==> config.mk <==
export PLATFORM = sky130hd
export DESIGN_NAME = reference_ladder_control
export DESIGN_NICKNAME = d
export VERILOG_FILES = /design/src/ref_ladder_pkg.sv /design/src/reference_ladder_control.sv
export SDC_FILE = /design/constraint.sdc
export NUM_CORES = 1
export LEC_CHECK = 0
export BUFFER_PORTS_ARGS = -buffer_cell sky130_fd_sc_hd__buf_2
export CELL_PAD_IN_SITES_DETAIL_PLACEMENT = 0
export CELL_PAD_IN_SITES_GLOBAL_PLACEMENT = 1
export CORE_ASPECT_RATIO = 1.25
export CORE_MARGIN = 2
export CORE_UTILIZATION = 35
export CTS_CLUSTER_SIZE = 40
export DETAILED_ROUTE_END_ITERATION = 8
export PLACE_DENSITY = 0.82
export SKIP_LAST_GASP = 1
export SLEW_MARGIN = 10
export SYNTH_ARGS = -nofsm -noshare
export SYNTH_HDL_FRONTEND = slang
export SYNTH_SLANG_ARGS = --single-unit
==> constraint.sdc <==
create_clock -name core_clk -period 2.5 [get_ports core_clk]
set_clock_uncertainty 0.05 [all_clocks]
set_input_delay 0.375 -clock core_clk [delete_from_list [all_inputs] [get_ports core_clk]]
set_output_delay 0.375 -clock core_clk [all_outputs]
set_load 0.005 [all_outputs]
==> src/ref_ladder_pkg.sv <==
// Purpose: Shared constants and types for the reference ladder control block
// Assumes: Registers reached over a plain address/strobe port, 8-bit data
// Notes:   Each offset, field position and reset value is named once here

package ref_ladder_pkg;

  // ------------------------------------------------------------------
  // Register map
  // ------------------------------------------------------------------
  localparam int          ADDR_W           = 4;
  localparam int          DATA_W           = 8;
  localparam logic [3:0]  ADDR_LADDER_CTRL = 4'h0; // control register
  localparam logic [3:0]  ADDR_LADDER_STAT = 4'h1; // applied-state readback
  localparam logic [7:0]  CTRL_RESET       = 8'h00;
  localparam logic [7:0]  READ_UNMAPPED    = 8'h00;

  // ------------------------------------------------------------------
  // Field positions in the control register
  // ------------------------------------------------------------------
  localparam int          BIT_POWER_EN     = 7;
  localparam int          BIT_PIN_OE       = 6;
  localparam int          BIT_RANGE_SEL    = 5;
  localparam int          BIT_SOURCE_SEL   = 4;
  localparam int          LEVEL_MSB        = 3;
  localparam int          LEVEL_LSB        = 0;
  localparam int          LEVEL_W          = 4;

  // Ladder scaling denominators per range
  localparam logic [5:0]  DIV_LOW_RANGE    = 6'h18; // 24: code x span / 24
  localparam logic [5:0]  DIV_HIGH_RANGE   = 6'h20; // 32: span/4 + code x span/32

  // Range and source encodings
  typedef enum logic {RANGE_HIGH = 1'b0, RANGE_LOW = 1'b1} range_t;
  typedef enum logic {SRC_SUPPLY = 1'b0, SRC_EXT_REF = 1'b1} source_t;

  // Bundle of static controls handed to the analog ladder
  typedef struct packed {
    logic               powerEnable;
    logic               pinOutputEnable;
    range_t             rangeSelect;
    source_t            sourceSelect;
    logic [LEVEL_W-1:0] levelCode;
  } ladder_ctrl_t;

endpackage : ref_ladder_pkg

==> src/reference_ladder_control.sv <==
// Purpose: Register and pin control for a 16-tap reference voltage ladder
// Assumes: One 40 MHz clock, async active-low reset, synchronous inputs
// Notes:   Analog ladder lies outside; it consumes the static controls here
//
// Behaviour
// - Ladder powered while control bit 7 is one, down when zero.
// - Bit 6 drives reference onto shared pin, overriding that pin's direction.
// - Bit 5 one: code times span/24; zero: span/4 plus code times span/32.
// - Bit 4 one: span is external reference pair; zero: device supply.
// - Bits 3-0 hold unsigned level code 0 to 15, sixteen taps.
// - Reset clears enable, output-enable, range and code bits.
// - Wake from sleep leaves every control bit unchanged.
// - Ladder works whatever the comparator configuration is.

`timescale 1ns/100ps

module reference_ladder_control
  import ref_ladder_pkg::*;
(
  input  wire logic                             core_clk,       // 40 MHz system clock
  input  wire logic                             rst_n,          // Async reset, active low
  input  wire logic                             clkEn,          // Freezes all state when low
  input  wire logic [ref_ladder_pkg::ADDR_W-1:0] regAddr,       // Register address
  input  wire logic [ref_ladder_pkg::DATA_W-1:0] regWdata,      // Write data
  input  wire logic                             regWrite,       // Write strobe
  input  wire logic                             regRead,        // Read strobe
  input  wire logic                             portFDirection, // Pin direction, 1 = input
  input  wire logic                             portFLatch,     // Pin digital output level
  output logic      [ref_ladder_pkg::DATA_W-1:0] regRdata,      // Read data, cycle after strobe
  output ref_ladder_pkg::ladder_ctrl_t          ladderCtrl,     // Static ladder controls
  output logic                                  ladderPowerOn,  // Ladder bias enable
  output logic                                  refPinAnalogOn, // Switch ladder onto pin
  output logic                                  pinDigitalOut,  // Pin digital output level
  output logic                                  pinDigitalOe    // Pin digital driver enable
);
  import ref_ladder_pkg::*;

  // ------------------------------------------------------------------
  // Control register
  // ------------------------------------------------------------------
  logic [DATA_W-1:0] ctrlReg;
  logic [DATA_W-1:0] next_ctrlReg;

  // Decode helper shared by read and write paths
  function automatic logic hitAddr(input logic [ADDR_W-1:0] a,
                                   input logic [ADDR_W-1:0] target);
    return a == target;
  endfunction : hitAddr

  // Unpack the raw byte into the ladder bundle
  function automatic ladder_ctrl_t unpackCtrl(input logic [DATA_W-1:0] r);
    ladder_ctrl_t c;
    c.powerEnable     = r[BIT_POWER_EN];
    c.pinOutputEnable = r[BIT_PIN_OE];
    c.rangeSelect     = range_t'(r[BIT_RANGE_SEL]);
    c.sourceSelect    = source_t'(r[BIT_SOURCE_SEL]);
    c.levelCode       = r[LEVEL_MSB:LEVEL_LSB];
    return c;
  endfunction : unpackCtrl

  // Next value: only a write changes it; sleep and wake have no path here
  always_comb begin
    next_ctrlReg = ctrlReg;
    if (regWrite && hitAddr(regAddr, ADDR_LADDER_CTRL)) begin
      next_ctrlReg = regWdata;
    end
  end

  // No comparator mode input exists, so nothing can gate the ladder
  always_ff @(posedge core_clk or negedge rst_n) begin
    if (!rst_n) begin
      ctrlReg <= CTRL_RESET;
    end else if (clkEn) begin
      ctrlReg <= next_ctrlReg;
    end
  end

  // ------------------------------------------------------------------
  // Ladder and pin outputs
  // ------------------------------------------------------------------
  ladder_ctrl_t next_ladderCtrl;
  logic         next_ladderPowerOn;
  logic         next_refPinAnalogOn;
  logic         next_pinDigitalOut;
  logic         next_pinDigitalOe;

  // Outputs follow the written value and the pin latch and direction inputs; registered so the ladder sees no glitches
  always_comb begin
    next_ladderCtrl     = unpackCtrl(next_ctrlReg);
    next_ladderPowerOn  = next_ladderCtrl.powerEnable;
    next_refPinAnalogOn = next_ladderCtrl.pinOutputEnable;
    next_pinDigitalOut  = portFLatch;
    // Reference output wins over direction: digital driver held off
    next_pinDigitalOe   = !portFDirection && !next_ladderCtrl.pinOutputEnable;
  end

  // Range and source bits pass untouched; the ladder applies 24 or 32 scaling
  always_ff @(posedge core_clk or negedge rst_n) begin
    if (!rst_n) begin
      ladderCtrl     <= ladder_ctrl_t'(CTRL_RESET);
      ladderPowerOn  <= 1'b0;
      refPinAnalogOn <= 1'b0;
      pinDigitalOut  <= 1'b0;
      pinDigitalOe   <= 1'b0;
    end else if (clkEn) begin
      ladderCtrl     <= next_ladderCtrl;
      ladderPowerOn  <= next_ladderPowerOn;
      refPinAnalogOn <= next_refPinAnalogOn;
      pinDigitalOut  <= next_pinDigitalOut;
      pinDigitalOe   <= next_pinDigitalOe;
    end
  end

  // ------------------------------------------------------------------
  // Read path
  // ------------------------------------------------------------------
  logic [DATA_W-1:0] next_regRdata;

  // Read data valid only in the cycle after the strobe, zero otherwise
  always_comb begin
    next_regRdata = READ_UNMAPPED;
    if (regRead) begin
      if (hitAddr(regAddr, ADDR_LADDER_CTRL)) begin
        next_regRdata = ctrlReg;
      end else if (hitAddr(regAddr, ADDR_LADDER_STAT)) begin
        next_regRdata = ladderCtrl; // applied state seen by the ladder
      end
    end
  end

  always_ff @(posedge core_clk or negedge rst_n) begin
    if (!rst_n) begin
      regRdata <= READ_UNMAPPED;
    end else if (clkEn) begin
      regRdata <= next_regRdata;
    end
  end

endmodule : reference_ladder_control

==> results.cfg, run 1 <==
[run_status]
status = finished, final reports clean

[flow_run]
cap_violations = 0

[floorplan]
dieHeight_um = 55.22
core-area_mm2 = 0.001982
rows = 18
io_pins = 39
die_area_mm2 = 0.002483
start_util_pct = 37.06
die_w_um = 44.97

[sta]
fmax_ghz = 0.7861
setup_violations = 0
grt_setup_unrepaired = no
min_period_ns = 1.272
final_max_slew_viol_count = 0
max-slew-margin-rel_pct = 74.20
hold_viol = 0
min_period_over_period_pct = 50.88
worstMarginPinSlew_ns = 0.3871
setup_tns_ns = 0

[power]
p_leak_nw = 0.5310
switching_power_w = 0.0001440
design_power_total_w = 0.0005845
p_clk_share_pct = 23.1
p_per_area_mw_per_mm2 = 609.0
p_seq_share_pct = 59.0
pwr-share-comb_pct = 18.0
switching_share_pct = 24.64
peakVddDrop_uv = 394.5
intPower_w = 0.0004404

[placed_design]
io_buffer_count = 38
gp_congestion = 0.6287
dp_hpwl_um = 1061

[worst_setup_path]
crit_start = ctrlReg[6]
path_cells = buf_2
worst_path_max_delay_cell = dfrtp_1
cp.arrival_ns = 0.85
required_ns = 2.08
critPathBufInv = 1
start_kind = flop
crit_type = flop to output port
critPathCaptureType = output port
cpPeakStageDelay_ns = 0.43
r2r_start = ctrlReg[6]
cp_top_family = flip-flops
crit_fanout = 5

[drt]
final_antenna_net_count = 0
dr.pass1.iters = 3
wl_per_cell_um = 12.72
wl_um = 1348
via_per_inst = 5.038
drc = 0
vias = 534
drt-initial-drc-count = 2

[synthesis]
synth_nets = 66
seq_area_frac_synth_pct = 61.33
yosys_register_bits = 18
synth_cell_types = 13
syn_area_per_cell_um2 = 15.63
netlist_area_um2 = 734.5
syn_inst = 47
yosysWarnings = 0

[finish]
layout_common_cells = 38 x buf_2, 18 x dfrtp_1, 9 x mux2_2
final_common_cell = buf_2
layout.nets = 107
diodes = 0
n_fill_cell = 200
syn_to_final_growth_pct = 30.66
drive_gt1_share_pct = 65.12

[worst_hold_path]
hold_path_class = input pin to flop
worstHoldStart = portFDirection

[cts]
cts_tree = done
cts_hold_buf = 1
post_cts_buffers = 0
cts.sinks = 18
cts_buffers = 3
post_cts_resized = 0
cts.htree.levels = 1
clockRootBuffer = clkbuf_4
cts.clk_slew.worst_paths_ns = 0.09
insertion_delay_ns = 0.27
cts_buffer_depth = 2

[global_routing]
grt_pass1_vias = 527
grt_pass1_wl_um = 2352
antenna_found_initial = 0
grt_max_degree = 19
grt_overflow = 0
gr-usage-all-layers_pct = 12.26
-- path summary, 6_finish.rpt --
check / endpoint / slack [ns] / cells after the start
max reg2reg: pinDigitalOe / 1.48 / 2
min reg2reg: pinDigitalOe / 0.45 / 2
min in group asynchronous: regRdata[2] / 0.49 / 2
max in group asynchronous: regRdata[7] / 1.64 / 2
min: pinDigitalOe / 0.23 / 2
max: ladderCtrl[6] / 1.23 / 1
-- cells by family after synthesis --
family	synth area share, %
AND/OR/NAND/NOR	8.518
flip-flops	61.33
buffers and inverters	3.577
multiplexers	13.80
AO/OA/AOI/OAI	12.78
-- power groups by stage --
stage	combinational [W]	clock (W)	sequential, W
floorplan	0.0000483	0	0.000352
finish	0.000105	0.000135	0.000345
CTS	0.000108	0.000140	0.000345
global route	0.000118	0.000152	0.000351
global placement	0.000105	0	0.000349
detailed placement	0.000107	0	0.000351
-- registers in the layout, summed over array words and instances (netlist names) --
| register | count |
|---|---|
| pinDigitalOut | 1 |
| ctrlReg | 8 |
| regRdata | 8 |
| pinDigitalOe | 1 |
-- routing by layer --
metal / vias to the layer above / track usage (%) / routed length, µm
li1: 253 / - / -
met1: 261 / 17.31 / 572
met2: 20 / 18.78 / 667
met3: 0 / 2.288 / 108
met4: 0 / 3.782 / 0
met5: - / 0 / 0
-- cell usage after synthesis --
cell type / number / area, µm²
a22o_1: 8 / 70.07
a21boi_0: 1 / 7.510
nand2_1: 1 / 3.750
dfrtp_1: 18 / 450.4
and3_2: 1 / 7.510
mux2_2: 9 / 101.4
buf_4: 3 / 22.52
nand3_4: 1 / 17.52
o41ai_2: 1 / 16.27
nor2_1: 1 / 3.750
nor3b_4: 1 / 18.77
inv_2: 1 / 3.750
and4b_2: 1 / 11.26
-- stage by stage --
stage / setup WS, ns / hold WS, ns / cells / area (µm²) / utilization (%)
final: 1.228 / 0.2299 / 106 / 959.7 / 48.42
after global routing: 1.179 / 0.2290 / 106 / 959.7 / 48.42
after CTS: 1.213 / 0.2277 / 106 / 959.7 / 48.42
after detailed placement: 1.085 / 0.2763 / 102 / 927.1 / 46.78
after global placement: 1.116 / 0.2678 / 102 / 927.1 / 46.78
after floorplan: 1.290 / 0.02941 / 47 / 734.5 / -
-- final cells by class --
| class | count | area (µm²) | share of cell area [%] |
|---|---|---|---|
| clock buffer | 3 | 22.52 | 2.347 |
| inverter | 1 | 3.754 | 0.3911 |
| multi-input combinational | 25 | 257.7 | 26.86 |
| sequential | 18 | 450.4 | 46.94 |
| tap | 20 | 25.02 | 2.608 |
| timing repair buffer | 39 | 200.2 | 20.86 |
Power figures use the tool's default switching activity.
==> run 2, diff against run 1 <==
--- a/config.mk
+++ b/config.mk
@@ -10,10 +10,10 @@
 export CELL_PAD_IN_SITES_GLOBAL_PLACEMENT = 1
 export CORE_ASPECT_RATIO = 1.25
 export CORE_MARGIN = 2
-export CORE_UTILIZATION = 35
+export CORE_UTILIZATION = 33
 export CTS_CLUSTER_SIZE = 40
 export DETAILED_ROUTE_END_ITERATION = 8
-export PLACE_DENSITY = 0.82
+export PLACE_DENSITY = 0.79
 export SKIP_LAST_GASP = 1
 export SLEW_MARGIN = 10
 export SYNTH_ARGS = -nofsm -noshare
==> constraint.sdc (replaced) <==
create_clock -name core_clk -period 1.3 [get_ports core_clk]
set_clock_uncertainty 0.05 [all_clocks]
set_input_delay 0.195 -clock core_clk [delete_from_list [all_inputs] [get_ports core_clk]]
set_output_delay 0.195 -clock core_clk [all_outputs]
set_load 0.005 [all_outputs]
==> run 2 against run 1 <==
  * Sequential power grew 94%
  * First-iteration DRC count increased to 4.5 times the previous value
  * Global-route usage increased by 1.5 points
  * Critical endpoint is now refPinAnalogOn
  * Largest power group unchanged
  * Largest cell class unchanged
  * Die area up 5.6%
==> results.cfg, run 2 (same netlist as run 1, synthesis figures left out) <==
[power]
switching_power_w = 0.0002962
p_per_area_mw_per_mm2 = 1222
peakVddDrop_uv = 605.1
intPower_w = 0.0009102
p_leak_nw = 0.5382
p_clk_share_pct = 27.9
p_seq_share_pct = 55.4
pwr-share-comb_pct = 16.7
switching_share_pct = 24.55

[worst_setup_path]
rrSetupSlack_ns = 0.28
r2r_start = ctrlReg[6]
start_kind = flop
crit_type = flop to output port
cp_top_family = flip-flops
required_ns = 1.05
crit_fanout = 5
worst_path_max_delay_cell = dfrtp_1
path_cells = buf_2
cpPeakStageDelay_ns = 0.43
critPathBufInv = 1
cp.arrival_ns = 0.86
critPathCaptureType = output port
crit_start = ctrlReg[6]

[worst_hold_path]
worstHoldStart = portFDirection
hold_path_class = input pin to flop

[drt]
dr.pass1.iters = 5
wl_um = 1484
drt-initial-drc-count = 9
final_antenna_net_count = 0
vias = 542
via_per_inst = 4.593
wl_per_cell_um = 12.58
drc = 0

[sta]
final_max_slew_viol_count = 0
setup_tns_ns = 0
fmax_ghz = 0.9036
min_period_over_period_pct = 85.13
grt_setup_unrepaired = no
max-slew-margin-rel_pct = 74.82
hold-worst-slack_ns = 0.03206
setup_violations = 0
hold_viol = 0
min_period_ns = 1.107
worstMarginPinSlew_ns = 0.3777

[global_routing]
grt_max_degree = 19
grt_pass1_wl_um = 2559
grt_overflow = 0
gr-usage-all-layers_pct = 13.75
grt_pass1_vias = 547
antenna_found_initial = 0

[finish]
reg_top3 = ctrlReg (8), regRdata (8)
syn_to_final_growth_pct = 34.41
layout.nets = 107
final_util_pct = 45.63
final_common_cell = buf_2
drive_gt1_share_pct = 65.52
final_cells = 118
diodes = 0
layout_common_cells = 38 x buf_2, 18 x dfrtp_1, 9 x mux2_2

[cts]
cts_buffers = 3
cts.sinks = 18
cts_tree = done
cts.htree.levels = 1
post_cts_resized = 0
cts_buffer_depth = 2
clockRootBuffer = clkbuf_4
cts.clk_slew.worst_paths_ns = 0.10
insertion_delay_ns = 0.29

[floorplan]
core-area_mm2 = 0.002163
die_w_um = 46.20
rows = 19
start_util_pct = 33.95
die_area_mm2 = 0.002621
dieHeight_um = 56.75
io_pins = 39

[run_status]
status = finished, final reports clean

[placed_design]
placed_cells = 113
io_buffer_count = 38
dp_hpwl_um = 1193
gp_congestion = 0.7429

[flow_run]
cap_violations = 0
run 2: changes by cell type in the layout (fill, tap and decap cells not counted):
cell	before	now
clkbuf_8	0	1
run 2: worst paths after layout:
kind | endpoint | cells past startpoint
hold reg to reg | regRdata[2] | 1
hold / removal | pinDigitalOe | 2
setup / recovery | refPinAnalogOn | 1
setup reg to reg | pinDigitalOe | 2
min in group asynchronous | ctrlReg[1] | 2
max in group asynchronous | ctrlReg[0] | 2
run 2: final cells by class:
cell class | count | area (µm²)
sequential | 18 | 450.4
tap | 31 | 38.79
fill | 217 | 1176
inverter | 1 | 3.754
timing repair buffer | 39 | 200.2
multi-input combinational | 25 | 257.7
clock buffer | 4 | 36.28
run 2: metrics by stage:
stage               instance area [µm²]  worst slack [ns]   power, W
finish                            987.2            0.1933   0.001206
detailed placement                940.9           0.05683  0.0008850
floorplan                         734.5            0.2700  0.0007699
global route                      987.2            0.1281   0.001288
CTS                               987.2            0.1686   0.001230
global placement                  940.9           0.08121  0.0008793
run 2: timing repair:
action / in CTS / in global routing
buffers inserted: 0 / 0
endpoints found under the hold margin: 18 / 0
hold buffers: 1 / 0
run 2: power groups by stage:
stage / sequential, W / combinational (W) / clock (W)
after CTS: 0.000670 / 0.000206 / 0.000353
final: 0.000669 / 0.000201 / 0.000337
after global routing: 0.000678 / 0.000225 / 0.000385
after global placement: 0.000679 / 0.000200 / 0
after floorplan: 0.000677 / 0.0000929 / 0
after detailed placement: 0.000682 / 0.000203 / 0
run 2: per-layer routing:
metal	up-vias	part of all wire (%)	GRT usage [%]	wire length (µm)
met5	-	0	0	0
li1	253	-	-	-
met2	14	56	21.23	833
met1	271	38	16.46	571
met4	0	2.2	9.796	33
met3	4	3.0	2.251	45
==> run 3, diff against run 2 <==
--- a/config.mk
+++ b/config.mk
@@ -14,6 +14,7 @@
 export CTS_CLUSTER_SIZE = 40
 export DETAILED_ROUTE_END_ITERATION = 8
 export PLACE_DENSITY = 0.79
+export REMOVE_ABC_BUFFERS = 1
 export SKIP_LAST_GASP = 1
 export SLEW_MARGIN = 10
 export SYNTH_ARGS = -nofsm -noshare
==> run 3 against run 2 <==
  * Worst hold slack gained 0.0054 ns
  * Flip-flop and latch count stayed put
  * Via count fell by 0.37%
  * Register-to-register slack better by 0.02 ns
  * Core utilization is the same
==> results.cfg, run 3 (same netlist as run 1, synthesis figures left out) <==
[worst_setup_path]
cp_top_family = flip-flops
r2r.worst_path.cells = 2
start_kind = flop
cpPeakStageDelay_ns = 0.42
worst_path_max_delay_cell = dfrtp_1
path_cells = buf_2
crit_cells = 1
timing.rr.end = pinDigitalOe
cp.arrival_ns = 0.85
critPathCaptureType = output port
rrSetupSlack_ns = 0.30
crit_start = ctrlReg[6]
r2r_start = ctrlReg[6]
crit_fanout = 5
critPathBufInv = 1
crit_type = flop to output port
required_ns = 1.05
crit_path_end = ladderCtrl[6]

[cts]
insertion_delay_ns = 0.28
post_cts_resized = 0
cts.clk_slew.worst_paths_ns = 0.10
post_cts_buffers = 0
cts_buffer_depth = 2
cts.sinks = 18
clockRootBuffer = clkbuf_4
cts_tree = done
cts_buffers = 3
cts.htree.levels = 1

[sta]
worstMarginPinSlew_ns = 0.3957
layout_setup_ws_ns = 0.2081
max-slew-margin-rel_pct = 73.62
fmax_ghz = 0.9158
setup_violations = 0
setup_tns_ns = 0
min_period_over_period_pct = 83.99
final_max_slew_viol_count = 0
min_period_ns = 1.092
grt_setup_unrepaired = no
hold_viol = 0

[run_status]
status = finished, final reports clean

[power]
design_power_total_w = 0.001205
p_per_area_mw_per_mm2 = 1221
p_leak_nw = 0.5382
peakVddDrop_uv = 563.0

[global_routing]
grt_pass1_vias = 551
grt_max_degree = 19
antenna_found_initial = 0
grt_pass1_wl_um = 2415
grt_overflow = 0
gr-usage-all-layers_pct = 12.74

[finish]
reg_top3 = ctrlReg (8), regRdata (8)
final_util_pct = 45.63
diodes = 0
layout_common_cells = 38 x buf_2, 18 x dfrtp_1, 9 x mux2_2
drive_gt1_share_pct = 65.52
layout.nets = 107
syn_to_final_growth_pct = 34.41
final_common_cell = buf_2
n_fill_cell = 217

[floorplan]
core-area_mm2 = 0.002163
rows = 19
io_pins = 39
die_w_um = 46.20
start_util_pct = 33.95
dieHeight_um = 56.75
die_area_mm2 = 0.002621

[drt]
drt-initial-drc-count = 2
drc = 0
dr.pass1.iters = 2
wl_um = 1518
vias = 540
wl_per_cell_um = 12.86
via_per_inst = 4.576
final_antenna_net_count = 0

[worst_hold_path]
hold_path_class = input pin to flop

[placed_design]
pre_cts_slack_ns = 0.03696
dp_hpwl_um = 1154
io_buffer_count = 38
gp_congestion = 0.6764

[flow_run]
cap_violations = 0
[run 3: cell counts in the layout (fill, tap and decap cells not counted)]
Identical to the previous run, type by type.
[run 3: repair_timing]
item                                    CTS  global route
endpoints found under the hold margin    18             0
endpoints found under the setup margin    0             0
hold buffers                              1             0
[run 3: cell type report]
| cell class | count | area (µm²) | share of cell area [%] |
|---|---|---|---|
| Sequential cell | 18 | 450.4 | 45.63 |
| Timing Repair Buffer | 39 | 200.2 | 20.28 |
| Inverter | 1 | 3.754 | 0.3802 |
| Tap cell | 31 | 38.79 | 3.929 |
| Clock buffer | 4 | 36.28 | 3.676 |
| Multi-Input combinational cell | 25 | 257.7 | 26.11 |
[run 3: layer usage]
layer	wire length, µm	GRT usage [%]	up-vias	part of all wire, %
met4	17	6.122	0	1.1
met5	0	0	-	0
met1	600	15.05	268	40
li1	-	-	254	-
met2	838	21.43	16	55
met3	62	1.929	2	4.1
[run 3: where the power goes]
group | leakage, nW | internal, W | switching (W)
Combinational | 0.280 | 0.000120 | 0.0000839
Clock | 0.0210 | 0.000170 | 0.000168
Sequential | 0.238 | 0.000620 | 0.0000428
[run 3: metrics by stage]
step                cells  area (µm²)  hold slack [ns]
CTS                   118       987.2          0.02774
global route          118       987.2          0.02277
finish                118       987.2          0.03747
global placement      113       940.9          0.08916
detailed placement    113       940.9          0.09829
floorplan              44       711.9          -0.1506
[run 3: worst min-delay path by stage]
stage	start	slack [ns]	depth (start not counted)	end
finish	portFDirection	0.04	2	pinDigitalOe
global placement	rst_n	0.09	1	regRdata[0]
CTS	portFDirection	0.03	2	pinDigitalOe
detailed placement	rst_n	0.1	1	ctrlReg[2]
floorplan	rst_n	-0.15	0	ctrlReg[0]
global route	portFDirection	0.02	2	pinDigitalOe
